### src/hcd_cmd_map.vh
// constant map of the housekeeping command decode block
`ifndef HCD_CMD_MAP_VH
`define HCD_CMD_MAP_VH

// converter channels and control word layout
`define HCD_NUM_CH 12
`define HCD_WORD_W 14
`define HCD_CODE_W 10
`define HCD_CODE_MSB 9
`define HCD_ROUTE_BIT 13
`define HCD_BUFPWR_BIT 12
`define HCD_HISEL_BIT 11
`define HCD_LOSEL_BIT 10
`define HCD_WORD_RST 14'h0000

// selector command register, bit 0 is the last bit shifted in
`define HCD_MUX_W 24
`define HCD_MUX_RST 24'h000000
`define HCD_AIN_LSB 0
`define HCD_AIN_MSB 4
`define HCD_BYPASS_BIT 5
`define HCD_INAMP_BIT 6
`define HCD_THERM_BIT 7
`define HCD_BUFON_BIT 8
`define HCD_DIV_LSB 9
`define HCD_DIV_MSB 10
`define HCD_FWD_BIT 11
`define HCD_DOUT_LSB 12
`define HCD_DOUT_MSB 23
`define HCD_DOUT_W 12

// converter command register: channel 11 shifted first, trim last
`define HCD_DAC_W 182
`define HCD_DAC_RST 182'h0
`define HCD_TRIM_LSB 0
`define HCD_TRIM_MSB 13
`define HCD_TRIM_W 14
`define HCD_TRIM_RST 14'h0000
`define HCD_CH_BASE 14

// analog source selector
`define HCD_NUM_SRC 35
`define HCD_AIN_W 5
`define HCD_DIV_W 2
`define HCD_AIN_SHARED 5'h1F
`define HCD_DIV_BASE 6'h1F
`define HCD_SRC_RST 35'h000000001

// pin synchroniser
`define HCD_NUM_PIN 4
`define HCD_PIN_DATA 0
`define HCD_PIN_MUXCLK 1
`define HCD_PIN_DACCLK 2
`define HCD_PIN_STROBE 3
`define HCD_PIN_RST 4'h0

`endif

### src/hcd_command_decode.v
// housekeeping command decode: serial load, strobe, register decode
`timescale 1ns/100ps
`default_nettype none
`include "hcd_cmd_map.vh"

// Operation
// - each channel word: route, buffer power, upper ref, lower ref, 10-bit code
// - route bit set closes buffer-to-pin switch
// - route bit clear opens buffer switch, closes unbuffered ladder switch
// - buffer power bit set powers the channel buffer
// - upper select set takes high reference from next higher channel
// - lower select clear uses ground reference, set uses next lower channel
// - exactly one of 35 analog sources reaches the modulator
// - 5-bit source select drives the 32-way selector
// - 2-bit divider select drives the 4-way supply selector
// - one selector bit connects the thermistor bias resistor
// - a 14-bit field sets modulator offset trim
// - modulator input buffer enabled or bypassed by command bits
// - twelve digital outputs follow their command bits
// - both command registers load from shift registers on strobe rise
// - each shift register shifts on rising edge of its own clock
// - power-on reset clears both command registers
module hcd_command_decode (
  input wire clk_i,
  input wire arst_n_i,
  input wire cmd_data_i,
  input wire mux_shift_clk_i,
  input wire dac_shift_clk_i,
  input wire cmd_load_strobe_i,
  output wire [`HCD_NUM_CH-1:0] dac_route_buf_o,
  output wire [`HCD_NUM_CH-1:0] dac_route_unbuf_o,
  output wire [`HCD_NUM_CH-1:0] dac_buf_power_o,
  output wire [`HCD_NUM_CH-1:0] dac_hi_from_upper_o,
  output wire [`HCD_NUM_CH-1:0] dac_hi_from_main_ref_o,
  output wire [`HCD_NUM_CH-1:0] dac_lo_from_lower_o,
  output wire [`HCD_NUM_CH-1:0] dac_lo_from_gnd_o,
  output wire [`HCD_NUM_CH*`HCD_CODE_W-1:0] ladder_code_o,
  output wire [`HCD_AIN_W-1:0] analog_source_select_o,
  output wire [`HCD_DIV_W-1:0] supply_divider_select_o,
  output wire [`HCD_NUM_SRC-1:0] source_onehot_o,
  output wire thermistor_bias_enable_o,
  output wire mod_in_buf_bypass_o,
  output wire mod_in_buf_amp_enable_o,
  output wire mod_buf_amp_enable_o,
  output wire forward_mode_o,
  output wire [`HCD_DOUT_W-1:0] digital_out_o,
  output wire [`HCD_TRIM_W-1:0] mod_offset_trim_o,
  output wire cmd_loaded_o
);

  // pin synchronisers: stage one feeds stage two only
  reg [`HCD_NUM_PIN-1:0] pin_meta_q;
  reg [`HCD_NUM_PIN-1:0] pin_sync_q;
  reg [`HCD_NUM_PIN-1:0] pin_prev_q;
  wire [`HCD_NUM_PIN-1:0] pin_raw;

  assign pin_raw[`HCD_PIN_DATA] = cmd_data_i;
  assign pin_raw[`HCD_PIN_MUXCLK] = mux_shift_clk_i;
  assign pin_raw[`HCD_PIN_DACCLK] = dac_shift_clk_i;
  assign pin_raw[`HCD_PIN_STROBE] = cmd_load_strobe_i;

  always @(posedge clk_i or negedge arst_n_i) begin
    if (!arst_n_i) begin
      pin_meta_q <= `HCD_PIN_RST;
      pin_sync_q <= `HCD_PIN_RST;
      pin_prev_q <= `HCD_PIN_RST;
    end else begin
      pin_meta_q <= pin_raw;
      pin_sync_q <= pin_meta_q;
      pin_prev_q <= pin_sync_q;
    end
  end

  wire data_bit;
  wire mux_shift_rise;
  wire dac_shift_rise;
  wire load_rise;

  assign data_bit = pin_sync_q[`HCD_PIN_DATA];
  assign mux_shift_rise = pin_sync_q[`HCD_PIN_MUXCLK] & ~pin_prev_q[`HCD_PIN_MUXCLK];
  assign dac_shift_rise = pin_sync_q[`HCD_PIN_DACCLK] & ~pin_prev_q[`HCD_PIN_DACCLK];
  assign load_rise = pin_sync_q[`HCD_PIN_STROBE] & ~pin_prev_q[`HCD_PIN_STROBE];

  // serial shift registers; new bits enter at bit 0 and move up
  reg [`HCD_MUX_W-1:0] mux_sr_q;
  reg [`HCD_DAC_W-1:0] dac_sr_q;

  // selector register: last bit shifted in lands in bit 0
  always @(posedge clk_i or negedge arst_n_i) begin
    if (!arst_n_i) begin
      mux_sr_q <= `HCD_MUX_RST;
    end else if (mux_shift_rise) begin
      mux_sr_q <= {mux_sr_q[`HCD_MUX_W-2:0], data_bit};
    end
  end

  // converter register: first word shifted ends in the top channel slot
  always @(posedge clk_i or negedge arst_n_i) begin
    if (!arst_n_i) begin
      dac_sr_q <= `HCD_DAC_RST;
    end else if (dac_shift_rise) begin
      dac_sr_q <= {dac_sr_q[`HCD_DAC_W-2:0], data_bit};
    end
  end

  // source decode of the pending selector word
  reg [`HCD_NUM_SRC-1:0] src_sel_d;
  wire [`HCD_AIN_W-1:0] ain_next;
  wire [`HCD_DIV_W-1:0] div_next;

  assign ain_next = mux_sr_q[`HCD_AIN_MSB:`HCD_AIN_LSB];
  assign div_next = mux_sr_q[`HCD_DIV_MSB:`HCD_DIV_LSB];

  // codes below the shared slot pick a primary input directly; the shared
  // slot hands the choice to the divider selector, so one source stays on
  always @* begin
    src_sel_d = {`HCD_NUM_SRC{1'b0}};
    if (ain_next == `HCD_AIN_SHARED) begin
      src_sel_d[`HCD_DIV_BASE + div_next] = 1'b1;
    end else begin
      src_sel_d[ain_next] = 1'b1;
    end
  end

  // command registers: parallel load on strobe rise, cleared at power-on
  reg [`HCD_MUX_W-1:0] mux_cmd_q;
  reg [`HCD_NUM_SRC-1:0] src_sel_q;
  reg [`HCD_TRIM_W-1:0] trim_q;
  reg loaded_q;

  always @(posedge clk_i or negedge arst_n_i) begin
    if (!arst_n_i) begin
      mux_cmd_q <= `HCD_MUX_RST;
      src_sel_q <= `HCD_SRC_RST;
      trim_q <= `HCD_TRIM_RST;
      loaded_q <= 1'b0;
    end else begin
      loaded_q <= load_rise;
      if (load_rise) begin
        mux_cmd_q <= mux_sr_q;
        src_sel_q <= src_sel_d;
        trim_q <= dac_sr_q[`HCD_TRIM_MSB:`HCD_TRIM_LSB];
      end
    end
  end

  // converter channels, each loading its slice on the same strobe
  genvar ch;
  generate
    for (ch = 0; ch < `HCD_NUM_CH; ch = ch + 1) begin : g_ch
      hcd_channel u_channel (
        .clk_i(clk_i),
        .arst_n_i(arst_n_i),
        .load_i(load_rise),
        .word_i(dac_sr_q[`HCD_CH_BASE + ch*`HCD_WORD_W +: `HCD_WORD_W]),
        .route_buf_o(dac_route_buf_o[ch]),
        .route_unbuf_o(dac_route_unbuf_o[ch]),
        .buf_power_o(dac_buf_power_o[ch]),
        .hi_from_upper_o(dac_hi_from_upper_o[ch]),
        .hi_from_main_ref_o(dac_hi_from_main_ref_o[ch]),
        .lo_from_lower_o(dac_lo_from_lower_o[ch]),
        .lo_from_gnd_o(dac_lo_from_gnd_o[ch]),
        .ladder_code_o(ladder_code_o[ch*`HCD_CODE_W +: `HCD_CODE_W])
      );
    end
  endgenerate

  // selector fields straight from the command register flops
  assign analog_source_select_o = mux_cmd_q[`HCD_AIN_MSB:`HCD_AIN_LSB];
  assign supply_divider_select_o = mux_cmd_q[`HCD_DIV_MSB:`HCD_DIV_LSB];
  assign source_onehot_o = src_sel_q;
  assign thermistor_bias_enable_o = mux_cmd_q[`HCD_THERM_BIT];
  assign mod_in_buf_bypass_o = mux_cmd_q[`HCD_BYPASS_BIT];
  assign mod_in_buf_amp_enable_o = mux_cmd_q[`HCD_INAMP_BIT];
  assign mod_buf_amp_enable_o = mux_cmd_q[`HCD_BUFON_BIT];
  assign forward_mode_o = mux_cmd_q[`HCD_FWD_BIT];
  assign digital_out_o = mux_cmd_q[`HCD_DOUT_MSB:`HCD_DOUT_LSB];
  assign mod_offset_trim_o = trim_q;
  assign cmd_loaded_o = loaded_q;

endmodule

`default_nettype wire

### src/hcd_channel.v
// one converter channel: control word hold and switch decode
`timescale 1ns/100ps
`default_nettype none
`include "hcd_cmd_map.vh"

module hcd_channel (
  input wire clk_i,
  input wire arst_n_i,
  input wire load_i,
  input wire [`HCD_WORD_W-1:0] word_i,
  output wire route_buf_o,
  output wire route_unbuf_o,
  output wire buf_power_o,
  output wire hi_from_upper_o,
  output wire hi_from_main_ref_o,
  output wire lo_from_lower_o,
  output wire lo_from_gnd_o,
  output wire [`HCD_CODE_W-1:0] ladder_code_o
);

  reg route_buf_q;
  reg route_unbuf_q;
  reg buf_power_q;
  reg hi_upper_q;
  reg hi_main_q;
  reg lo_lower_q;
  reg lo_gnd_q;
  reg [`HCD_CODE_W-1:0] code_q;

  // cleared word: unbuffered output, buffer off, main ref and ground ref
  always @(posedge clk_i or negedge arst_n_i) begin
    if (!arst_n_i) begin
      route_buf_q <= 1'b0;
      route_unbuf_q <= 1'b1;
      buf_power_q <= 1'b0;
      hi_upper_q <= 1'b0;
      hi_main_q <= 1'b1;
      lo_lower_q <= 1'b0;
      lo_gnd_q <= 1'b1;
      code_q <= {`HCD_CODE_W{1'b0}};
    end else if (load_i) begin
      route_buf_q <= word_i[`HCD_ROUTE_BIT];
      route_unbuf_q <= ~word_i[`HCD_ROUTE_BIT];
      buf_power_q <= word_i[`HCD_BUFPWR_BIT];
      hi_upper_q <= word_i[`HCD_HISEL_BIT];
      hi_main_q <= ~word_i[`HCD_HISEL_BIT];
      lo_lower_q <= word_i[`HCD_LOSEL_BIT];
      lo_gnd_q <= ~word_i[`HCD_LOSEL_BIT];
      code_q <= word_i[`HCD_CODE_MSB:0];
    end
  end

  assign route_buf_o = route_buf_q;
  assign route_unbuf_o = route_unbuf_q;
  assign buf_power_o = buf_power_q;
  assign hi_from_upper_o = hi_upper_q;
  assign hi_from_main_ref_o = hi_main_q;
  assign lo_from_lower_o = lo_lower_q;
  assign lo_from_gnd_o = lo_gnd_q;
  assign ladder_code_o = code_q;

endmodule

`default_nettype wire

### config.mk
export PLATFORM = sky130hd
export DESIGN_NAME = hcd_command_decode
export DESIGN_NICKNAME = d
export VERILOG_FILES = /design/src/hcd_command_decode.v /design/src/hcd_channel.v
export VERILOG_INCLUDE_DIRS = /design/src /design/src/src
export SDC_FILE = /design/constraint.sdc
export NUM_CORES = 1
export LEC_CHECK = 0
export BUFFER_PORTS_ARGS = -buffer_cell sky130_fd_sc_hd__buf_2
export CAP_MARGIN = 25
export CORE_MARGIN = 4
export CORE_UTILIZATION = 47
export CTS_CLUSTER_DIAMETER = 80
export DETAILED_ROUTE_END_ITERATION = 12
export HOLD_SLACK_MARGIN = 0.08
export PLACE_DENSITY = 0.72
export SETUP_SLACK_MARGIN = 0.3
export SLEW_MARGIN = 5
export SYNTH_ARGS = -nofsm -noshare
export SYNTH_HDL_FRONTEND = slang
export SYNTH_SLANG_ARGS = --single-unit
### constraint.sdc
create_clock -name clk_i -period 1.6 [get_ports clk_i]
set_input_delay 0.24 -clock clk_i [delete_from_list [all_inputs] [get_ports clk_i]]
set_output_delay 0.24 -clock clk_i [all_outputs]
set_load 0.01 [all_outputs]
* Yosys cells after proc, flatten, opt, wreduce, memory -nomap -nowiden *
Index checks and enable logic that the tools add are counted.

storage, ports and cells
  bits in registers = 496
  input port bits = 6
  word-level logic and storage cells = 160

cells by class
  add/sub/neg operators = 1
  $lt $le $gt $ge = 4
  equality and inequality tests = 1
  muxes and demuxes = 5
  bitwise gates (word level) = 42
  reductions and logical operators = 2

operator list
  cell                   number
  $not A1 Y1             39
  $mux W35               1
  $lt A5 B7 Y1 const B   1
  $lt A6 B7 Y1 const B   1
  $add A5 B2 Y6 const A  1
  $demux W1 S6           1
  $ge A6 B1 Y1 const B   1
  $demux W1 S5           1
  $eq A5 B5 Y1 const B   1
  $ge A5 B1 Y1 const B   1
  $and A1 B1 Y1          3
  $logic_and A1 B1 Y1    2
  $mux W1                2

* Depth between registers and ports, before layout *
  depth in word-level cells = 6
  depth in mapped cells = 7
  depth with buffers taken out = 5

* By module *
Synthesis repeated with hierarchy kept, for this count alone.

unflattened totals
  cells, all modules = 1230
  area, all modules = 19404.9 µm²

modules (own cells, without submodules)
  module              instances  cells each  area each (µm²)  seq. area each (µm²)
  hcd_command_decode  1          762         11177.0          7283.2
  hcd_channel         12         39          685.7            429.2

* Worst setup path before layout *
Ideal clock, no wire load.

  kind = register to register
  start = register mux_sr_q[9]
  end = register src_sel_q[24] (netlist: source_onehot_o[24])
  arrival = 1.200 ns
  slack = 0.274 ns
  stages on the path, launching flop included = 6
  buffers on the path = 0
  period minus slack after synthesis = 1.326 ns
  path through = dfrtp_1 > inv_1 > ha_1 > nand3_1 > nor3_2 > a221o_1

on the way
  cells in the longest elaborated chain, start to end = 6
  elaborated cells between the ends (all ways) = 7
  classes of those cells = 1 x add/sub; 2 x order compare; 3 x mux; 1 x reduce/logical

RTL lines
  item                                          RTL line                  source
  from (decl)                                   hcd_command_decode.v:85   reg [`HCD_MUX_W-1:0] mux_sr_q;
  from (signal assigned)                        hcd_command_decode.v:91   mux_sr_q <= `HCD_MUX_RST;
  from (signal assigned)                        hcd_command_decode.v:93   mux_sr_q <= {mux_sr_q[`HCD_MUX_W-2:0], data_bit};
  $add A5 B2 Y6 (no source line) *              -
  $lt A6 B7 Y1 or $ge A6 B1 Y1 (tied branches)  hcd_command_decode.v:119  src_sel_d[`HCD_DIV_BASE + div_next] = 1'b1;
  $logic_and A1 B1 Y1                           hcd_command_decode.v:119
  $mux W1                                       hcd_command_decode.v:119
  $demux W1 S6 *                                hcd_command_decode.v:119
  $mux W35 *                                    hcd_command_decode.v:118  if (ain_next == `HCD_AIN_SHARED) begin
  to (signal assigned)                          hcd_command_decode.v:134  src_sel_q <= `HCD_SRC_RST;
  to (signal assigned)                          hcd_command_decode.v:141  src_sel_q <= src_sel_d;
  to (decl)                                     hcd_command_decode.v:127  reg [`HCD_NUM_SRC-1:0] src_sel_q;

Every way passes the cells marked *; elsewhere a longest branch is shown, timed or not.
A chain may end at the register's enable or synchronous reset.

* Final worst setup path *
  start = register g_ch[9].u_channel.route_unbuf_q
  end = output dac_route_unbuf_o[9]

RTL lines
  item                    RTL line                 source
  from (decl)             hcd_channel.v:22         reg route_unbuf_q;
  from (signal assigned)  hcd_channel.v:43         route_unbuf_q <= ~word_i[`HCD_ROUTE_BIT];
  to (decl)               hcd_command_decode.v:31  output wire [`HCD_NUM_CH-1:0] dac_route_unbuf_o,

No word-level cell between the ends.

==> impl_metrics.json <==
{
  "ys_types": 34,
  "finClkSkew_ns": 0.0193,
  "area_growth_pct": 50.7,
  "finalCritPeriodShare": 0.939,
  "path_max_fanout": 2,
  "max_slew_margin": 0.679,
  "startpoint_type": "flip-flop",
  "outcome": "complete, no violations",
  "io-pin-count": 284,
  "clock-sinks": 495,
  "routabilityCongestion": 0.798,
  "cts_htree_levels": 2,
  "clkPwrFrac": 0.401,
  "hold_viol": 0,
  "final_common_cell": "dfrtp_1",
  "end_kind": "primary output",
  "clkTransAtPathRegs_ns": 0.07,
  "ys_warn_count": 0,
  "setup-tns-final_ns": 0,
  "maxCapViolations": 0,
  "detailed_place.area_mm2": 0.0208,
  "cp.required_ns": 1.36,
  "p_sw_uw": 8260,
  "wirelength_um": 63500,
  "cpLargestDelayFamily": "flip-flops",
  "drtAntennaViolNets": 0,
  "power_uw": 31800,
  "async_flop_share": 1.00,
  "grt_overflow_total": 0,
  "cpPeakStageDelay_ns": 0.57,
  "grt_pass1_wl_um": 75100,
  "first_iter_violations": 1090,
  "min_path_type": "input pin to asynchronous set/reset pin",
  "cp_slowest_cell": "dfstp_2",
  "design_area_mm2": 0.0290,
  "p_int_uw": 23500,
  "p_leak_uw": 0.0163,
  "grt_max_degree": 72,
  "netlist.area_leader.share": 0.596,
  "seqPwrFrac": 0.444,
  "grt_antenna_before_repair": 0,
  "worst-path-buf-inv": 1,
  "syn_avg_cell_area_um2": 11.6,
  "synth_edf_count": 0,
  "first_global_vias": 13800,
  "rsz0062_at_grt": "true",
  "dieArea_mm2": 0.0442,
  "cts_buffers": 50,
  "path_cells": "buf_6",
  "root_buffer": "clkbuf_16",
  "clk_latency_ns": 0.59,
  "first_pass_iters": 5,
  "ys_seq_area_frac": 0.647,
  "cts_tree": "done",
  "syn_area_mm2": 0.0192,
  "drv_slew": 0,
  "synthTopCellsByArea": "dfrtp_1 (60%), nand2_1 (13%), mux2_2 (12%), buf_4 (5.1%), dfstp_2 (5.1%)",
  "core_area_mm2": 0.0401,
  "clock_path_buffers": 3,
  "fmax_ghz": 0.666,
  "synth_area_leader_cell": "dfrtp_1",
  "p_comb_frac": 0.155,
  "start_util": 0.479,
  "final_cell_mix": "dfrtp_1 (455), nand2_1 (368), buf_4 (190)",
  "syn-num-nets": 1662,
  "tightest_slew_ns": 0.482,
  "antennaDiodeCount": 0,
  "synthCells": 1651,
  "place.port_buffers": 283,
  "cp.arrival_ns": 1.26,
  "nets": 2165,
  "die_width_um": 210,
  "ys.flop_type": "dfrtp_1",
  "crit_type": "flip-flop to primary output",
  "die_y_um": 210,
  "synth_seq_cells": 495,
  "switching_share": 0.260,
  "dp_hpwl_um": 27200,
  "peakVddDrop_v": 0.00130,
  "drive_above_1_share": 0.583,
  "dr_total_vias": 14700,
  "final_cells": 2719,
  "layout_min_cycle_time_ns": 1.50,
  "grtUsageTotal": 0.210,
  "rows": 73,
  "drc": 0,
  "finalSetupViolations": 0,
  "place_inst": 2347,
  "power_density_mw_per_mm2": 1100,
  "via_per_inst": 5.42,
  "wl_per_cell_um": 23.3
}
[registers in the layout (all words and copies together) (netlist names), 14 cells and up]
| register | cells |
|---|---|
| mux_sr_q | 24 |
| source_onehot_o | 35 |
| g_ch.u_channel.ladder_code_o | 120 |
| dac_sr_q | 182 |
| mux_cmd_q | 24 |
| mod_offset_trim_o | 14 |
[through the flow]
stage / hold slack (ns) / util / setup WS (ns)
after floorplan: -0.0556 / - / 0.305
after global placement: 0.139 / 0.520 / 0.146
after detailed placement: 0.140 / 0.520 / 0.130
after CTS: 0.107 / 0.615 / 0.0672
after global routing: 0.144 / 0.722 / 0.0475
final: 0.129 / 0.722 / 0.0977
[power by group through the flow]
stage	Combinational, uW	Clock (uW)	Sequential (uW)
floorplan	1500	0	14100
global placement	2650	0	14100
detailed placement	2730	0	14100
CTS	3540	12800	14000
global route	5240	13500	14200
finish	4940	12700	14100
[final cells by class]
type | instances | area, um2
flip-flops and latches | 495 | 12400
fillers | 2370 | 11100
multi-input cells | 980 | 7380
repair buffers | 616 | 6480
clock buffers | 75 | 1510
well taps | 525 | 657
clock inverters | 17 | 295
repair inverters | 5 | 150
inverters | 6 | 51.3
[cells by family (layout without fill, tap and decap cells)]
| group | Yosys count | in the layout | share of synthesized area |
|---|---|---|---|
| AND/OR/NAND/NOR | 690 | 690 | 0.140 |
| flip-flops | 495 | 495 | 0.647 |
| multiplexers | 202 | 202 | 0.118 |
| buffers and inverters | 176 | 719 | 0.0639 |
| AO/OA/AOI/OAI | 83 | 83 | 0.0279 |
| adder cells (fa/ha/maj) | 5 | 5 | 0.00326 |
[metal layers]
metal,wire length [um],vias up,global-route usage,share of wire
met5,0,-,0,0
met1,24500,7581,0.283,0.39
met4,3100,0,0.0709,0.049
li1,-,6281,-,-
met2,31900,666,0.344,0.50
met3,3960,209,0.0415,0.062
[repair_timing]
| action | in CTS | in global routing |
|---|---|---|
| pin swaps | 2 | 250 |
| gates resized for setup | 184 | 638 |
| setup endpoints to repair | 704 | 724 |
| hold endpoints to repair | 468 | 0 |
| cloned | 16 | 59 |
| setup buffers | 97 | 103 |
| hold buffers | 5 | 0 |
[Yosys cell counts (2+ instances only)]
library cell and n:
dfstp_2 37, a32o_1 2, inv_1 4, buf_4 131
nor3_2 2, and4bb_4 2, buf_2 34, nor2b_1 2
dfrtp_1 458, buf_6 4, ha_1 5, nand3_1 3
o41ai_1 2, mux2_2 202, nand2_1 666, o21ai_0 48
a221o_1 3, a22o_1 20, o31ai_1 2, nor3b_1 6
o21ai_1 3, nor2_1 3
[path summary, 6_finish.rpt]
path | start | to | slack (ns) | cells after the start
worst max-delay path | g_ch[9].u_channel.route_unbuf_o | dac_route_unbuf_o[9] | 0.1 | 1
worst min-delay path | arst_n_i | g_ch[3].u_channel.ladder_code_o[1] | 0.13 | 2
worst max register to register | pin_prev_q[2] | dac_sr_q[56] | 0.1 | 4
worst min register to register | pin_meta_q[2] | pin_sync_q[2] | 0.34 | 0
max in group asynchronous | arst_n_i | pin_sync_q[3] | 0.62 | 3
min in group clk_i | mux_shift_clk_i | pin_meta_q[1] | 0.31 | 2
No activity file was read; power rests on OpenSTA's default activity.
